<file path="config.mk">
export PLATFORM = sky130hd
export DESIGN_NAME = clas_top
export DESIGN_NICKNAME = d
export VERILOG_FILES = /design/src/rtl/clas_pulse_watch.v /design/src/rtl/clas_lock_check.v /design/src/rtl/clas_top.v
export VERILOG_INCLUDE_DIRS = /design/src /design/src/rtl
export SDC_FILE = /design/constraint.sdc
export NUM_CORES = 1
export LEC_CHECK = 0
export BUFFER_PORTS_ARGS = -buffer_cell sky130_fd_sc_hd__buf_2
export CAP_MARGIN = 20
export CORE_MARGIN = 3
export CORE_UTILIZATION = 30
export CTS_CLUSTER_SIZE = 8
export DETAILED_ROUTE_END_ITERATION = 10
export PLACE_DENSITY = 0.46
export SETUP_SLACK_MARGIN = 0.3
export SYNTH_ARGS = -nofsm -noshare
export SYNTH_HDL_FRONTEND = slang
export SYNTH_SLANG_ARGS = --single-unit
</file>
<file path="constraint.sdc">
create_clock -name MCLK -period 2 [get_ports MCLK]
set_input_delay 0.4 -clock MCLK [delete_from_list [all_inputs] [get_ports MCLK]]
set_output_delay 0.4 -clock MCLK [all_outputs]
set_load 0.1 [all_outputs]
</file>
<file path="src/rtl/clas_regs.vh">
// clas_regs.vh: register map, field positions and timing counts
// Operation
// near-limit flag set within two bits of limit
// near-limit flag drops once clear of limits
// near-limit flag only valid with attenuator on
// unlock flag when clocks differ by 0.5%
// loss flag ORs detectors per line mode
// drive alarm after 128 empty bit periods
// drive monitor internal or via monitor pins
// drive alarm clears when pulses return
// alarm bits read-only, one while declared
// transmit control bit layout, reserved bits zero
// digital loss at 160 empty, clear at 33%
// rising insert bit gives one PRBS error
// select zero external pins, one pads
`ifndef CLAS_REGS_VH
`define CLAS_REGS_VH
// ----------------------------------------------------------------
// register byte addresses
// ----------------------------------------------------------------
`define CLAS_ADDR_STATUS 8'h00
`define CLAS_ADDR_TXCTRL 8'h04
`define CLAS_ADDR_CONFIG 8'h08
`define CLAS_ADDR_IRQSTAT 8'h0C
`define CLAS_ADDR_IRQMASK 8'h10
// ----------------------------------------------------------------
// field positions
// ----------------------------------------------------------------
`define CLAS_ST_DIG_LOS 5
`define CLAS_ST_ANA_LOS 4
`define CLAS_ST_FIFO 3
`define CLAS_ST_UNLOCK 2
`define CLAS_ST_LOS 1
`define CLAS_ST_DRIVE 0
`define CLAS_TC_INT_MON 5
`define CLAS_TC_PRBS_ERR 4
`define CLAS_TC_ALL_ONES 2
`define CLAS_TC_CLK_INV 1
`define CLAS_TC_LEVEL 0
`define CLAS_TC_MASK 8'h37
`define CLAS_CF_JA_EN 0
`define CLAS_CF_JA_DEEP 1
`define CLAS_CF_MODE_LO 2
`define CLAS_CF_MODE_HI 3
`define CLAS_MODE_E3 2'h0
`define CLAS_CF_MASK 8'h0F
// ----------------------------------------------------------------
// reset values and timing counts (in bit periods)
// ----------------------------------------------------------------
`define CLAS_TC_RESET 8'h00
`define CLAS_CF_RESET 8'h00
`define CLAS_NEAR_BITS 6'h02
`define CLAS_DEPTH_SMALL 6'h10
`define CLAS_DEPTH_LARGE 6'h20
`define CLAS_DRIVE_LIMIT 8'h80
`define CLAS_DLOS_LIMIT 8'hA0
`define CLAS_DENS_WIN_LAST 5'h1F
`define CLAS_DENS_MIN 6'h0B
`define CLAS_LOCK_WIN 11'h3E8
`define CLAS_LOCK_TOL 11'h005
`endif

</file>
<file path="src/rtl/clas_pulse_watch.v">
// clas_pulse_watch.v: pulse absence detector on a bit-period strobe
`timescale 1ns/100ps
`include "clas_regs.vh"
module clas_pulse_watch #(
    parameter [7:0] LIMIT = 8'h80,
    parameter DENSITY = 0
) (
    input wire clk,
    input wire nrst,
    input wire bit_tick,
    input wire pulse,
    output reg alarm
);
    reg [7:0] run;
    reg [4:0] win;
    reg [5:0] hits;
    wire win_end;
    wire [5:0] hits_now;
    wire clear_ok;

    // density window: count pulses in 32 bit periods
    assign win_end = (win == `CLAS_DENS_WIN_LAST);
    assign hits_now = hits + {5'h00, pulse};
    assign clear_ok = (DENSITY != 0) ?
        (win_end && hits_now >= `CLAS_DENS_MIN) : pulse;

    // run of empty bit periods, declare at the limit, clear on pulses
    always @(posedge clk or negedge nrst) begin
        if (!nrst) begin
            run <= 8'h00;
            win <= 5'h00;
            hits <= 6'h00;
            alarm <= 1'b0;
        end else if (bit_tick) begin
            if (pulse)
                run <= 8'h00;
            else if (run != LIMIT)
                run <= run + 8'h01;
            win <= win + 5'h01;
            hits <= win_end ? 6'h00 : hits_now;
            if (!pulse && run == LIMIT - 8'h01)
                alarm <= 1'b1;
            else if (alarm && clear_ok)
                alarm <= 1'b0;
        end
    end
endmodule // clas_pulse_watch

</file>
<file path="src/rtl/clas_lock_check.v">
// clas_lock_check.v: recovered clock against reference frequency check
`timescale 1ns/100ps
`include "clas_regs.vh"
module clas_lock_check (
    input wire clk,
    input wire nrst,
    input wire ref_edge,
    input wire rec_edge,
    output reg unlocked
);
    reg [10:0] ref_cnt;
    reg [10:0] rec_cnt;
    wire [10:0] rec_total;
    wire win_end;

    // count recovered edges over a window of reference edges
    assign rec_total = rec_cnt + {10'h000, rec_edge};
    assign win_end = ref_edge && (ref_cnt == `CLAS_LOCK_WIN - 11'h001);

    // at window end compare against nominal, tolerance 0.5 percent
    always @(posedge clk or negedge nrst) begin
        if (!nrst) begin
            ref_cnt <= 11'h000;
            rec_cnt <= 11'h000;
            unlocked <= 1'b0;
        end else if (win_end) begin
            ref_cnt <= 11'h000;
            rec_cnt <= 11'h000;
            unlocked <=
                (rec_total <= `CLAS_LOCK_WIN - `CLAS_LOCK_TOL) ||
                (rec_total >= `CLAS_LOCK_WIN + `CLAS_LOCK_TOL);
        end else begin
            if (ref_edge)
                ref_cnt <= ref_cnt + 11'h001;
            if (rec_edge && rec_cnt != 11'h7FF)
                rec_cnt <= rec_total;
        end
    end
endmodule // clas_lock_check

</file>
<file path="src/rtl/clas_top.v">
// clas_top.v: per-channel line alarm status and transmit control
//
// The APB interface to the registers and the register addresses were chosen for this implementation.
`timescale 1ns/100ps
`include "clas_regs.vh"
module clas_top (
    input wire MCLK,
    input wire NRST,
    input wire PSEL,
    input wire PENABLE,
    input wire PWRITE,
    input wire [7:0] PADDR,
    input wire [31:0] PWDATA,
    output reg [31:0] PRDATA,
    output wire PREADY,
    output wire PSLVERR,
    output reg IRQ,
    input wire BIT_TICK,
    input wire RX_POS,
    input wire RX_NEG,
    input wire ANALOG_LOS,
    input wire G775_LOS,
    input wire REC_CLK,
    input wire REF_CLK,
    input wire [5:0] JA_FILL,
    input wire TX_OUT_POS,
    input wire TX_OUT_NEG,
    input wire MONITOR_IN_POS,
    input wire MONITOR_IN_NEG,
    output reg SEND_ALL_ONES,
    output reg TX_CLOCK_INVERT,
    output reg TX_LINE_LEVEL,
    output reg PRBS_ERR_INSERT,
    output reg JA_ENABLE
);
    // ----------------------------------------------------------------
    // pin synchronisers
    // ----------------------------------------------------------------
    localparam NPIN = 8;
    localparam P_RXP = 0;
    localparam P_RXN = 1;
    localparam P_ALOS = 2;
    localparam P_GLOS = 3;
    localparam P_REC = 4;
    localparam P_REF = 5;
    localparam P_MONP = 6;
    localparam P_MONN = 7;

    wire [NPIN-1:0] pin_raw;
    reg [NPIN-1:0] sync1;
    reg [NPIN-1:0] sync2;
    reg [NPIN-1:0] sync3;
    reg [NPIN-1:0] pin;
    reg [NPIN-1:0] pin_d;

    assign pin_raw = {MONITOR_IN_NEG, MONITOR_IN_POS, REF_CLK, REC_CLK,
                      G775_LOS, ANALOG_LOS, RX_NEG, RX_POS};

    // three stages per pin; level moves only when stages two and three agree
    genvar g;
    generate
        for (g = 0; g < NPIN; g = g + 1) begin : pin_sync
            always @(posedge MCLK or negedge NRST) begin
                if (!NRST) begin
                    sync1[g] <= 1'b0;
                    sync2[g] <= 1'b0;
                    sync3[g] <= 1'b0;
                    pin[g] <= 1'b0;
                    pin_d[g] <= 1'b0;
                end else begin
                    sync1[g] <= pin_raw[g];
                    sync2[g] <= sync1[g];
                    sync3[g] <= sync2[g];
                    if (sync2[g] == sync3[g])
                        pin[g] <= sync3[g];
                    pin_d[g] <= pin[g];
                end
            end
        end
    endgenerate

    // ----------------------------------------------------------------
    // configuration and transmit control registers
    // ----------------------------------------------------------------
    reg [7:0] tx_ctrl;
    reg [7:0] config_reg;
    reg [5:0] irq_mask;
    reg [5:0] irq_stat;
    wire wr_en;
    wire rd_setup;
    wire addr_hit;
    wire [7:0] wr_byte;
    wire [7:0] next_tx_ctrl;

    // register writes take effect at the access edge, zero wait states
    assign wr_en = PSEL && PENABLE && PWRITE && addr_hit;
    assign rd_setup = PSEL && !PENABLE;
    assign wr_byte = PWDATA[7:0];
    assign next_tx_ctrl = wr_byte & `CLAS_TC_MASK;

    // address decode, the status register ignores writes
    assign addr_hit = (PADDR == `CLAS_ADDR_STATUS) ||
                      (PADDR == `CLAS_ADDR_TXCTRL) ||
                      (PADDR == `CLAS_ADDR_CONFIG) ||
                      (PADDR == `CLAS_ADDR_IRQSTAT) ||
                      (PADDR == `CLAS_ADDR_IRQMASK);
    assign PREADY = 1'b1;
    assign PSLVERR = PSEL && PENABLE && !addr_hit;

    // transmit control, reserved bits 7, 6 and 3 hold zero
    always @(posedge MCLK or negedge NRST) begin
        if (!NRST) begin
            tx_ctrl <= `CLAS_TC_RESET;
            PRBS_ERR_INSERT <= 1'b0;
        end else begin
            PRBS_ERR_INSERT <= 1'b0;
            if (wr_en && PADDR == `CLAS_ADDR_TXCTRL) begin
                tx_ctrl <= next_tx_ctrl;
                // single error only on a rising insert bit
                if (next_tx_ctrl[`CLAS_TC_PRBS_ERR] &&
                    !tx_ctrl[`CLAS_TC_PRBS_ERR])
                    PRBS_ERR_INSERT <= 1'b1;
            end
        end
    end

    // channel configuration and interrupt mask
    always @(posedge MCLK or negedge NRST) begin
        if (!NRST) begin
            config_reg <= `CLAS_CF_RESET;
            irq_mask <= 6'h00;
        end else if (wr_en) begin
            if (PADDR == `CLAS_ADDR_CONFIG)
                config_reg <= wr_byte & `CLAS_CF_MASK;
            if (PADDR == `CLAS_ADDR_IRQMASK)
                irq_mask <= wr_byte[5:0];
        end
    end

    // control outputs registered from the register bits, one cycle later
    always @(posedge MCLK or negedge NRST) begin
        if (!NRST) begin
            SEND_ALL_ONES <= 1'b0;
            TX_CLOCK_INVERT <= 1'b0;
            TX_LINE_LEVEL <= 1'b0;
            JA_ENABLE <= 1'b0;
        end else begin
            SEND_ALL_ONES <= tx_ctrl[`CLAS_TC_ALL_ONES];
            TX_CLOCK_INVERT <= tx_ctrl[`CLAS_TC_CLK_INV];
            TX_LINE_LEVEL <= tx_ctrl[`CLAS_TC_LEVEL];
            JA_ENABLE <= config_reg[`CLAS_CF_JA_EN];
        end
    end

    // ----------------------------------------------------------------
    // jitter attenuator fifo near-limit alarm
    // ----------------------------------------------------------------
    wire [5:0] ja_depth;
    wire fifo_near_raw;
    reg fifo_near_limit;

    assign ja_depth = config_reg[`CLAS_CF_JA_DEEP] ?
                      `CLAS_DEPTH_LARGE : `CLAS_DEPTH_SMALL;
    // near either end: two bits from empty or from full
    assign fifo_near_raw = (JA_FILL <= `CLAS_NEAR_BITS) ||
                           (JA_FILL >= ja_depth - `CLAS_NEAR_BITS);

    // follows the fill level both ways, held low with attenuator off
    always @(posedge MCLK or negedge NRST) begin
        if (!NRST)
            fifo_near_limit <= 1'b0;
        else
            fifo_near_limit <= config_reg[`CLAS_CF_JA_EN] &&
                               fifo_near_raw;
    end

    // ----------------------------------------------------------------
    // receive loss of lock
    // ----------------------------------------------------------------
    wire rec_edge;
    wire ref_edge;
    wire recovered_clock_unlocked;

    assign rec_edge = pin[P_REC] && !pin_d[P_REC];
    assign ref_edge = pin[P_REF] && !pin_d[P_REF];

    // frequency comparison over a window of reference edges
    clas_lock_check u_lock (
        .clk(MCLK),
        .nrst(NRST),
        .ref_edge(ref_edge),
        .rec_edge(rec_edge),
        .unlocked(recovered_clock_unlocked)
    );

    // ----------------------------------------------------------------
    // receive loss of signal
    // ----------------------------------------------------------------
    wire rx_pulse;
    wire digital_los;
    wire line_e3;
    reg signal_missing;

    assign rx_pulse = pin[P_RXP] || pin[P_RXN];
    assign line_e3 = (config_reg[`CLAS_CF_MODE_HI:`CLAS_CF_MODE_LO] ==
                      `CLAS_MODE_E3);

    // digital detector: 160 empty bits declare, density clears
    clas_pulse_watch #(
        .LIMIT(`CLAS_DLOS_LIMIT),
        .DENSITY(1)
    ) u_dlos (
        .clk(MCLK),
        .nrst(NRST),
        .bit_tick(BIT_TICK),
        .pulse(rx_pulse),
        .alarm(digital_los)
    );

    // combined loss flag chosen by line mode
    always @(posedge MCLK or negedge NRST) begin
        if (!NRST)
            signal_missing <= 1'b0;
        else if (line_e3)
            signal_missing <= pin[P_GLOS];
        else
            signal_missing <= digital_los || pin[P_ALOS];
    end

    // ----------------------------------------------------------------
    // transmit drive monitor
    // ----------------------------------------------------------------
    wire mon_pulse;
    wire transmit_pulse_absent;

    // internal select watches the pads, otherwise the monitor pins
    assign mon_pulse = tx_ctrl[`CLAS_TC_INT_MON] ?
                       (TX_OUT_POS || TX_OUT_NEG) :
                       (pin[P_MONP] || pin[P_MONN]);

    // 128 empty bit periods declare, first pulse clears
    clas_pulse_watch #(
        .LIMIT(`CLAS_DRIVE_LIMIT),
        .DENSITY(0)
    ) u_drive (
        .clk(MCLK),
        .nrst(NRST),
        .bit_tick(BIT_TICK),
        .pulse(mon_pulse),
        .alarm(transmit_pulse_absent)
    );

    // ----------------------------------------------------------------
    // alarm status and interrupts
    // ----------------------------------------------------------------
    wire [5:0] status;
    reg [5:0] status_d;
    wire [5:0] alarm_rise;
    wire [5:0] irq_clear;
    wire [5:0] next_irq_stat;

    // live alarm levels, one while declared
    assign status = {digital_los, pin[P_ALOS], fifo_near_limit,
                     recovered_clock_unlocked, signal_missing,
                     transmit_pulse_absent};
    assign alarm_rise = status & ~status_d;
    assign irq_clear = (wr_en && PADDR == `CLAS_ADDR_IRQSTAT) ?
                       wr_byte[5:0] : 6'h00;
    // a new declaration wins over a clear in the same cycle
    assign next_irq_stat = (irq_stat & ~irq_clear) | alarm_rise;

    // sticky bits for each declaration, level interrupt from mask
    always @(posedge MCLK or negedge NRST) begin
        if (!NRST) begin
            status_d <= 6'h00;
            irq_stat <= 6'h00;
            IRQ <= 1'b0;
        end else begin
            status_d <= status;
            irq_stat <= next_irq_stat;
            IRQ <= |(next_irq_stat & irq_mask);
        end
    end

    // ----------------------------------------------------------------
    // read data, captured in the setup cycle
    // ----------------------------------------------------------------
    reg [7:0] rd_byte;

    // read mux, unmapped addresses read zero
    always @* begin
        rd_byte = 8'h00;
        case (PADDR)
            `CLAS_ADDR_STATUS: rd_byte = {2'h0, status};
            `CLAS_ADDR_TXCTRL: rd_byte = tx_ctrl;
            `CLAS_ADDR_CONFIG: rd_byte = config_reg;
            `CLAS_ADDR_IRQSTAT: rd_byte = {2'h0, irq_stat};
            `CLAS_ADDR_IRQMASK: rd_byte = {2'h0, irq_mask};
            default: rd_byte = 8'h00;
        endcase
    end

    // read data register, stands through the access phase
    always @(posedge MCLK or negedge NRST) begin
        if (!NRST)
            PRDATA <= 32'h0000_0000;
        else if (rd_setup && !PWRITE)
            PRDATA <= {24'h00_0000, rd_byte};
    end
endmodule // clas_top

</file>
==> metrics.yaml, run 1 <==
status: "finished with violations"
violations: "negative hold slack"
top_regs: "u_lock.rec_cnt: 11 flops, u_lock.ref_cnt: 11 flops"
cts-root-buf: "clkbuf_16"
leakage_nw: 3.53
async_reset_ff_share_pct: 100
layout.nets: 728
final.setup.worst_slack_ns: 0.0571
synth_ff_type: "dfrtp_1"
coreArea_mm2: 0.0190
antenna_left: 0
avgSynthCellArea_um2: 10.8
routed_wirelength_mm: 13.5
grt_usage_pct: 13.0
drv_cap: 0
clock_sink_count: 127
syn-cell-area_mm2: 0.00589
synthToLayoutAreaGrowth_pct: 34.0
die_h_um: 146
rows: 50
seq_area_mm2: 0.00319
fmax_mhz: 515
crit_arrival_ns: 1.54
ys_ff_latch: 127
post-route-drc-count: 0
gp_congestion: 0.792
grt_max_degree: 40
syn_inst: 544
io_pins: 102
wl_per_cell_um: 14.6
tritoncts: "yes"
io_buffers: 48
fillers: 1828
slew_violations: 0
vdd_drop_max_mv: 0.594
drive_above_1_share_pct: 33.4
tightest_slew_ns: 0.583
final_common_cell: "dfrtp_1"
stdcell_area_mm2: 0.00790
clk_latency_ns: 0.41
die_w_um: 146
grt_overflow_total: 0
most-common-layout-cells: "dfrtp_1, nor2_1, buf_2"
final_util_pct: 41.5
cts_buffers: 17
dp_hpwl_mm: 8.82
ys_seq_area_share_pct: 53.9
met2WireLength_mm: 6.43
antennaDiodeCount: 0
timing.slew.headroom_pct: 61.1
fin_hold_ws_ns: -0.0113
drt_first_pass_iters: 4
ys_warn_count: 0
synthTopCellsByArea: "dfrtp_1, buf_4, mux2_2, nor2_1, o21ai_0"
top_layer: "met4"
wl_met3_um: 536
hold_viol_final: 11
power.density_mw_per_mm2: 950
yosys.cell_types.count: 63
finalSetupViolCount: 0
place_ws_ns: -0.278
synth_edf_count: 0
vias: 4356
rsz0062_at_grt: "true"
hp-class: "primary input to asynchronous set/reset pin"
clockBufferDepth: 2
synth.top_cell.area_share_pct: 53.9
grt_pass1_vias: 4427
critPathKind: "primary input to output pin"
die_area_mm2: 0.0214
end_kind: "output pin"
worstPathRequired_ns: 1.60
drtIter0Drc: 228
finalClockSkew_ns: 0.00742
wl_met1_mm: 6.33
min_period_ns: 1.94
cp-start-kind: "primary input"
path_max_fanout: 2
multi_input_area_mm2: 0.00290
grt_pass1_wl_mm: 22.7
antenna_found_initial: 0
h-tree-depth: 4
initial_core_util_pct: 31.0
fin_crit_sh_pct: 97.1
holdBufCountCts: 0
viasPerCell: 4.71
yosys.area.top_type: "dfrtp_1"
path_clk_slew_ns: 0.05
placedInstanceArea_mm2: 0.00673
-- metrics by stage --
| stage | cells | TNS, ns | total power, mW |
|---|---|---|---|
| finish | 925 | 0 | 7.51 |
| global route | 925 | 0 | 7.92 |
| floorplan | 569 | -0.739 | 4.01 |
| global placement | 863 | -3.71 | 4.24 |
| CTS | 911 | 0 | 7.52 |
| detailed placement | 863 | -3.66 | 4.27 |
-- critical path, cell delays in order --
cell,delay [ns]
buf_6,0.09
or4_4,0.54
buf_6,0.14
nor2_4,0.12
a21oi_4,0.08
buf_12,0.18
-- what timing repair did --
item / in CTS / in global routing
resized for setup: 36 / 48
hold endpoints to repair: 0 / 0
gates cloned: 1 / 2
pin swaps: 22 / 24
endpoints found under the setup margin: 31 / 47
buffers inserted: 17 / 12
-- synth_stat cells, types with 5 or more instances --
| master | count |
|---|---|
| dfrtp_1 | 127 |
| nor2_1 | 50 |
| nand2_1 | 40 |
| o21ai_0 | 35 |
| buf_4 | 27 |
| mux2_2 | 17 |
| nand3_1 | 17 |
| xnor2_1 | 16 |
| inv_1 | 15 |
| a21oi_1 | 14 |
| clkbuf_1 | 14 |
| a31oi_1 | 13 |
| nor2b_1 | 13 |
| ha_1 | 12 |
| nor3_1 | 12 |
| xor2_1 | 12 |
| nand4_1 | 11 |
| maj3_1 | 8 |
| or3_1 | 8 |
| nand2b_1 | 7 |
| a21o_1 | 6 |
| and3_1 | 5 |
| nand3b_1 | 5 |
-- layer usage --
| metal | track usage, % | vias up |
|---|---|---|
| li1 | - | 2092 |
| met1 | 17.4 | 2155 |
| met2 | 20.4 | 91 |
| met3 | 3.72 | 18 |
| met4 | 4.14 | 0 |
| met5 | 0 | - |
-- cells by family after synthesis --
| logic type | count (synthesis) | synth area share, % |
|---|---|---|
| flops | 127 | 53.9 |
| mux | 24 | 5.07 |
| xor+xnor | 28 | 4.16 |
| compound gates | 94 | 10.1 |
| fa+ha+maj | 20 | 3.91 |
| buf+inv | 57 | 5.37 |
| other cells | 2 | 0.127 |
| simple gates | 192 | 17.4 |
-- path summary, 6_finish.rpt --
path / startpoint / endpoint / slack [ns] / cells after the start
worst min-delay path: NRST / u_lock.rec_cnt[0]$_DFFE_PN0P_ / -0.01 / 1
max in group asynchronous: NRST / u_drive.run[3]$_DFFE_PN0P_ / 1.38 / 2
worst min register to register: sync1[5]$_DFF_PN0_ / sync2[5]$_DFF_PN0_ / 0.34 / 0
min in group MCLK: REC_CLK / sync1[4]$_DFF_PN0_ / 0.09 / 1
worst max register to register: pin[1]$_DFFE_PN0N_ / u_dlos.alarm$_DFFE_PN0P_ / 0.13 / 9
worst max-delay path: PADDR[0] / PSLVERR / 0.06 / 6
-- cell type report --
| type | count | share of cell area (%) |
|---|---|---|
| clock inverters | 7 | 1.39 |
| clock buffers | 23 | 6.05 |
| well taps | 260 | 4.12 |
| multi-input cells | 385 | 36.7 |
| inverters | 15 | 0.744 |
| repair buffers | 108 | 10.6 |
| flip-flops and latches | 127 | 40.3 |
-- power by group --
| group | switching, mW | internal (mW) |
|---|---|---|
| registers | 0.276 | 2.83 |
| logic | 0.727 | 0.578 |
| clock network | 1.06 | 2.03 |
| total | 2.06 | 5.44 |
Power figures use the tool's default switching activity.
==> inputs of run 2 (changes only) <==
--- a/config.mk
+++ b/config.mk
@@ -6,13 +6,15 @@
 export SDC_FILE = /design/constraint.sdc
 export NUM_CORES = 1
 export LEC_CHECK = 0
-export BUFFER_PORTS_ARGS = -buffer_cell sky130_fd_sc_hd__buf_2
+export BUFFER_PORTS_ARGS = -buffer_cell sky130_fd_sc_hd__buf_4
 export CAP_MARGIN = 20
 export CORE_MARGIN = 3
 export CORE_UTILIZATION = 30
 export CTS_CLUSTER_SIZE = 8
 export DETAILED_ROUTE_END_ITERATION = 10
 export PLACE_DENSITY = 0.46
+export RECOVER_POWER = 25
+export REMOVE_ABC_BUFFERS = 1
 export SETUP_SLACK_MARGIN = 0.3
 export SYNTH_ARGS = -nofsm -noshare
 export SYNTH_HDL_FRONTEND = slang
==> run 2 against run 1 <==
Effect of this change: the run now ends clean; critical path depth did not move; die area did not move; clock-buffer cell count fell by 4; clock skew rose by 0.0016 ns; non-clock buffer count rose by 2; utilization rose by 0.43 points; sequential cell count did not move; first-iteration DRC count fell by 15%; highest routed layer unchanged.
==> metrics.yaml, run 2 (same netlist as run 1, synthesis figures left out) <==
path_max_fanout: 3
drv_cap: 0
cts_buffers: 17
drtIter0Drc: 194
vias: 4332
crit_arrival_ns: 2.22
final.setup.worst_slack_ns: 0.0832
hp-start: "MONITOR_IN_POS"
critPathKind: "primary input to flop"
layout.nets: 730
fmax_mhz: 522
power.density_mw_per_mm2: 958
clockBufferDepth: 2
antenna_found_initial: 0
rsz0062_at_grt: "true"
slew_violations: 0
hold_viol_final: 0
fin_cells: 928
grt_pass1_wl_mm: 22.7
clk_latency_ns: 0.41
synthToLayoutAreaGrowth_pct: 35.4
die_area_mm2: 0.0214
post-route-drc-count: 0
final_common_cell: "dfrtp_1"
antenna_left: 0
finalClockSkew_ns: 0.00900
min_path_cells: 1
worst_r2r_path_depth: 9
p_total_mw: 7.65
dp.cells: 874
antennaDiodeCount: 0
top_regs: "u_lock.rec_cnt: 11 flops, u_lock.ref_cnt: 11 flops"
coreArea_mm2: 0.0190
grt_overflow_total: 0
wl_per_cell_um: 14.3
fin_crit_sh_pct: 95.8
grt_pass1_vias: 4476
clock_sink_count: 127
viasPerCell: 4.67
h-tree-depth: 4
die_w_um: 146
min_period_ns: 1.92
place_ws_ns: -0.330
startpoint: "PADDR[6]"
top_layer: "met4"
tritoncts: "yes"
drt_first_pass_iters: 4
most-common-layout-cells: "dfrtp_1, buf_4, nor2_1"
tightest_slew_ns: 0.982
met2WireLength_mm: 6.29
wl_met3_um: 536
timing.slew.headroom_pct: 34.5
initial_core_util_pct: 31.0
cts-root-buf: "clkbuf_16"
path_clk_slew_ns: 0.06
io_pins: 102
drive_above_1_share_pct: 33.2
dp_hpwl_mm: 8.72
wl_met1_mm: 6.21
r2r-start: "pin[1]$_DFFE_PN0N_"
grt_max_degree: 39
cp-start-kind: "primary input"
placedInstanceArea_mm2: 0.00675
worstPathRequired_ns: 2.30
status: "finished, final reports clean"
vdd_drop_max_mv: 0.750
routed_wirelength_mm: 13.2
grt_usage_pct: 13.0
io_buffers: 48
end_kind: "flop"
rows: 50
gp_congestion: 0.777
stdcell_area_mm2: 0.00798
die_h_um: 146
finalSetupViolCount: 0
leakage_nw: 3.56
hp-class: "primary input to flop"
-- run 2: through the flow --
| step | hold slack, ns | util (%) | setup TNS, ns |
|---|---|---|---|
| detailed placement | 0.335 | 35.5 | -5.20 |
| global route | 0.0895 | 42.0 | -0.0359 |
| CTS | 0.0637 | 40.8 | 0 |
| global placement | 0.334 | 35.5 | -5.06 |
| finish | 0.113 | 42.0 | 0 |
| floorplan | 0.104 | - | -9.59 |
-- run 2: power by group --
part / total, mW / switching (mW) / leakage [nW] / internal, mW
clock network: 3.20 / 1.17 / 0.288 / 2.03
registers: 3.11 / 0.282 / 1.63 / 2.83
logic: 1.34 / 0.740 / 1.64 / 0.603
-- run 2: path summary, 6_finish.rpt --
path	to	slack [ns]
worst max-delay path	tx_ctrl[1]$_DFFE_PN0P_	0.08
worst min-delay path	sync1[6]$_DFF_PN0_	0.11
worst max register to register	u_dlos.alarm$_DFFE_PN0P_	0.12
worst min register to register	sync2[5]$_DFF_PN0_	0.35
max in group asynchronous	status_d[5]$_DFF_PN0_	0.58
min in group asynchronous	u_lock.rec_cnt[3]$_DFFE_PN0P_	0.68
-- run 2: metal layers --
| layer | vias to the layer above | global-route usage, % |
|---|---|---|
| met3 | 17 | 3.32 |
| met5 | - | 0 |
| li1 | 2106 | - |
| met2 | 88 | 20.4 |
| met1 | 2121 | 17.5 |
| met4 | 0 | 4.37 |
-- run 2: area by class of cell --
type / count / area (µm²)
Clock inverter: 12 / 160
Tap cell: 260 / 325
Multi-Input combinational cell: 385 / 2870
Clock buffer: 19 / 453
Inverter: 15 / 58.8
Sequential cell: 127 / 3180
Fill cell: 1840 / 11000
Timing Repair Buffer: 110 / 931
-- run 2: worst max-delay path, stage by stage --
cell and delay [ns]:
buf_6 0.09, or4_4 0.54, or3_4 0.43, nor3b_4 0.28
buf_6 0.16, mux2_2 0.32
-- run 2: timing repair --
action	CTS	global route
cloned	1	0
resized for setup	61	37
pin swaps	18	20
setup buffers	13	8
endpoints found under the hold margin	31	0
hold buffers	1	0
setup endpoints to repair	41	40
==> inputs of run 3 (changes only) <==
--- a/config.mk
+++ b/config.mk
@@ -15,7 +15,7 @@
 export PLACE_DENSITY = 0.46
 export RECOVER_POWER = 25
 export REMOVE_ABC_BUFFERS = 1
-export SETUP_SLACK_MARGIN = 0.3
+export SETUP_SLACK_MARGIN = 0.4
 export SYNTH_ARGS = -nofsm -noshare
 export SYNTH_HDL_FRONTEND = slang
 export SYNTH_SLANG_ARGS = --single-unit
==> run 3 against run 2 <==
Effect of this change: clock-buffer cell count is the same; non-clock buffer count up 20; die area unchanged; hold slack better by 0.00089 ns; critical endpoint unchanged; utilization is 2.1 points higher; largest cell class unchanged; critical path depth is the same; fmax about the same; global-route usage is 0.26 points higher.
==> metrics.yaml, run 3 (same netlist as run 1, synthesis figures left out) <==
vdd_drop_max_mv: 0.750
grt_max_degree: 39
grt_usage_pct: 13.2
timing.slew.headroom_pct: 34.4
grt_pass1_vias: 4596
synthToLayoutAreaGrowth_pct: 42.1
clk_latency_ns: 0.41
clockBufferDepth: 2
p_total_mw: 7.83
cts-root-buf: "clkbuf_16"
crit_arrival_ns: 2.22
die_w_um: 146
stdcell_area_mm2: 0.00838
hp-class: "primary input to flop"
critPathKind: "primary input to flop"
power.density_mw_per_mm2: 934
routed_wirelength_mm: 13.8
placedInstanceArea_mm2: 0.00675
cts_buffers: 17
dp_hpwl_mm: 8.72
fmax_mhz: 522
h-tree-depth: 4
io_buffers: 48
die_h_um: 146
drt_first_pass_iters: 4
clock_sink_count: 127
fin_crit_sh_pct: 95.9
status: "finished, final reports clean"
fin_hold_ws_ns: 0.114
drive_above_1_share_pct: 40.4
antenna_left: 0
min_period_ns: 1.92
grt_pass1_wl_mm: 23.1
fin_cells: 948
path_clk_slew_ns: 0.06
layout.nets: 750
dp.cells: 874
antenna_found_initial: 0
io_pins: 102
leakage_nw: 3.71
wl_per_cell_um: 14.5
cp-start-kind: "primary input"
seq_area_mm2: 0.00319
most-common-layout-cells: "dfrtp_1, buf_4, nor2_1"
gp_congestion: 0.777
hold_viol_final: 0
fillers: 1815
final_common_cell: "dfrtp_1"
finalSetupViolCount: 0
top_regs: "u_lock.rec_cnt: 11 flops, u_lock.ref_cnt: 11 flops"
viasPerCell: 4.70
grt_overflow_total: 0
end_kind: "flop"
tritoncts: "yes"
rows: 50
grt_util_met2_pct: 21.2
top_usage_layer: "met2"
drtIter0Drc: 183
die_area_mm2: 0.0214
tightest_slew_ns: 0.984
coreArea_mm2: 0.0190
finalClockSkew_ns: 0.00941
drv_cap: 0
grt_util_met1_pct: 17.6
post-route-drc-count: 0
path_max_fanout: 3
grtUsageMet3_pct: 3.35
multi_input_area_mm2: 0.00306
antennaDiodeCount: 0
slew_violations: 0
worstPathRequired_ns: 2.30
rsz0062_at_grt: "true"
initial_core_util_pct: 31.0
fin_setup_tns_ns: 0
vias: 4460
-- run 3: cell types whose count changed in the layout (fill, tap and decap cells not counted), sizes merged --
cell  change
buf      +20
-- run 3: final cells by class --
class,instances,area share (%)
Timing Repair Buffer,130,13.4
Clock inverter,12,1.91
Sequential cell,127,38.1
Inverter,15,0.702
Clock buffer,19,5.41
Tap cell,260,3.88
Multi-Input combinational cell,385,36.6
-- run 3: worst paths after layout --
kind,from,endpoint,slack (ns),cells past startpoint
hold reg to reg,sync1[5]$_DFF_PN0_,sync2[5]$_DFF_PN0_,0.35,0
hold / removal,MONITOR_IN_POS,sync1[6]$_DFF_PN0_,0.11,1
setup reg to reg,pin[1]$_DFFE_PN0N_,u_dlos.alarm$_DFFE_PN0P_,0.12,9
setup / recovery,PADDR[6],tx_ctrl[1]$_DFFE_PN0P_,0.08,6
min in group asynchronous,NRST,u_lock.rec_cnt[3]$_DFFE_PN0P_,0.68,2
max in group asynchronous,NRST,u_dlos.hits[4]$_DFFE_PN0P_,0.58,3
-- run 3: routing by layer --
| layer | up-vias | share of wire [%] |
|---|---|---|
| met5 | - | 0 |
| met4 | 0 | 1.5 |
| met3 | 19 | 4.2 |
| met2 | 110 | 48 |
| met1 | 2190 | 46 |
| li1 | 2141 | - |
-- run 3: worst max-delay path, cell delays in order --
cell	delay, ns
buf_6	0.09
or4_4	0.54
or3_4	0.43
nor3b_4	0.28
buf_6	0.16
mux2_2	0.32
-- run 3: where the power goes --
part | total, mW | internal [mW] | switching, mW | leakage [nW]
clock | 3.20 | 2.03 | 1.17 | 0.288
combinational | 1.54 | 0.718 | 0.824 | 1.80
sequential | 3.09 | 2.83 | 0.258 | 1.62
total | 7.83 | 5.57 | 2.25 | 3.71
-- run 3: timing repair --
item,in CTS,in global routing
setup endpoints to repair,48,54
gates resized for setup,103,56
hold buffers,1,0
endpoints found under the hold margin,31,0
gates cloned,1,0
setup buffers,21,20
pin swaps,35,34
-- run 3: per-stage QoR --
step | setup WS [ns] | utilization, %
6_report | 0.0829 | 44.0
5_1_grt | -0.0363 | 44.0
4_1_cts | 0.102 | 41.9
3_5_place_dp | -0.330 | 35.5
3_3_place_gp | -0.316 | 35.5
2_1_floorplan | -0.661 | -
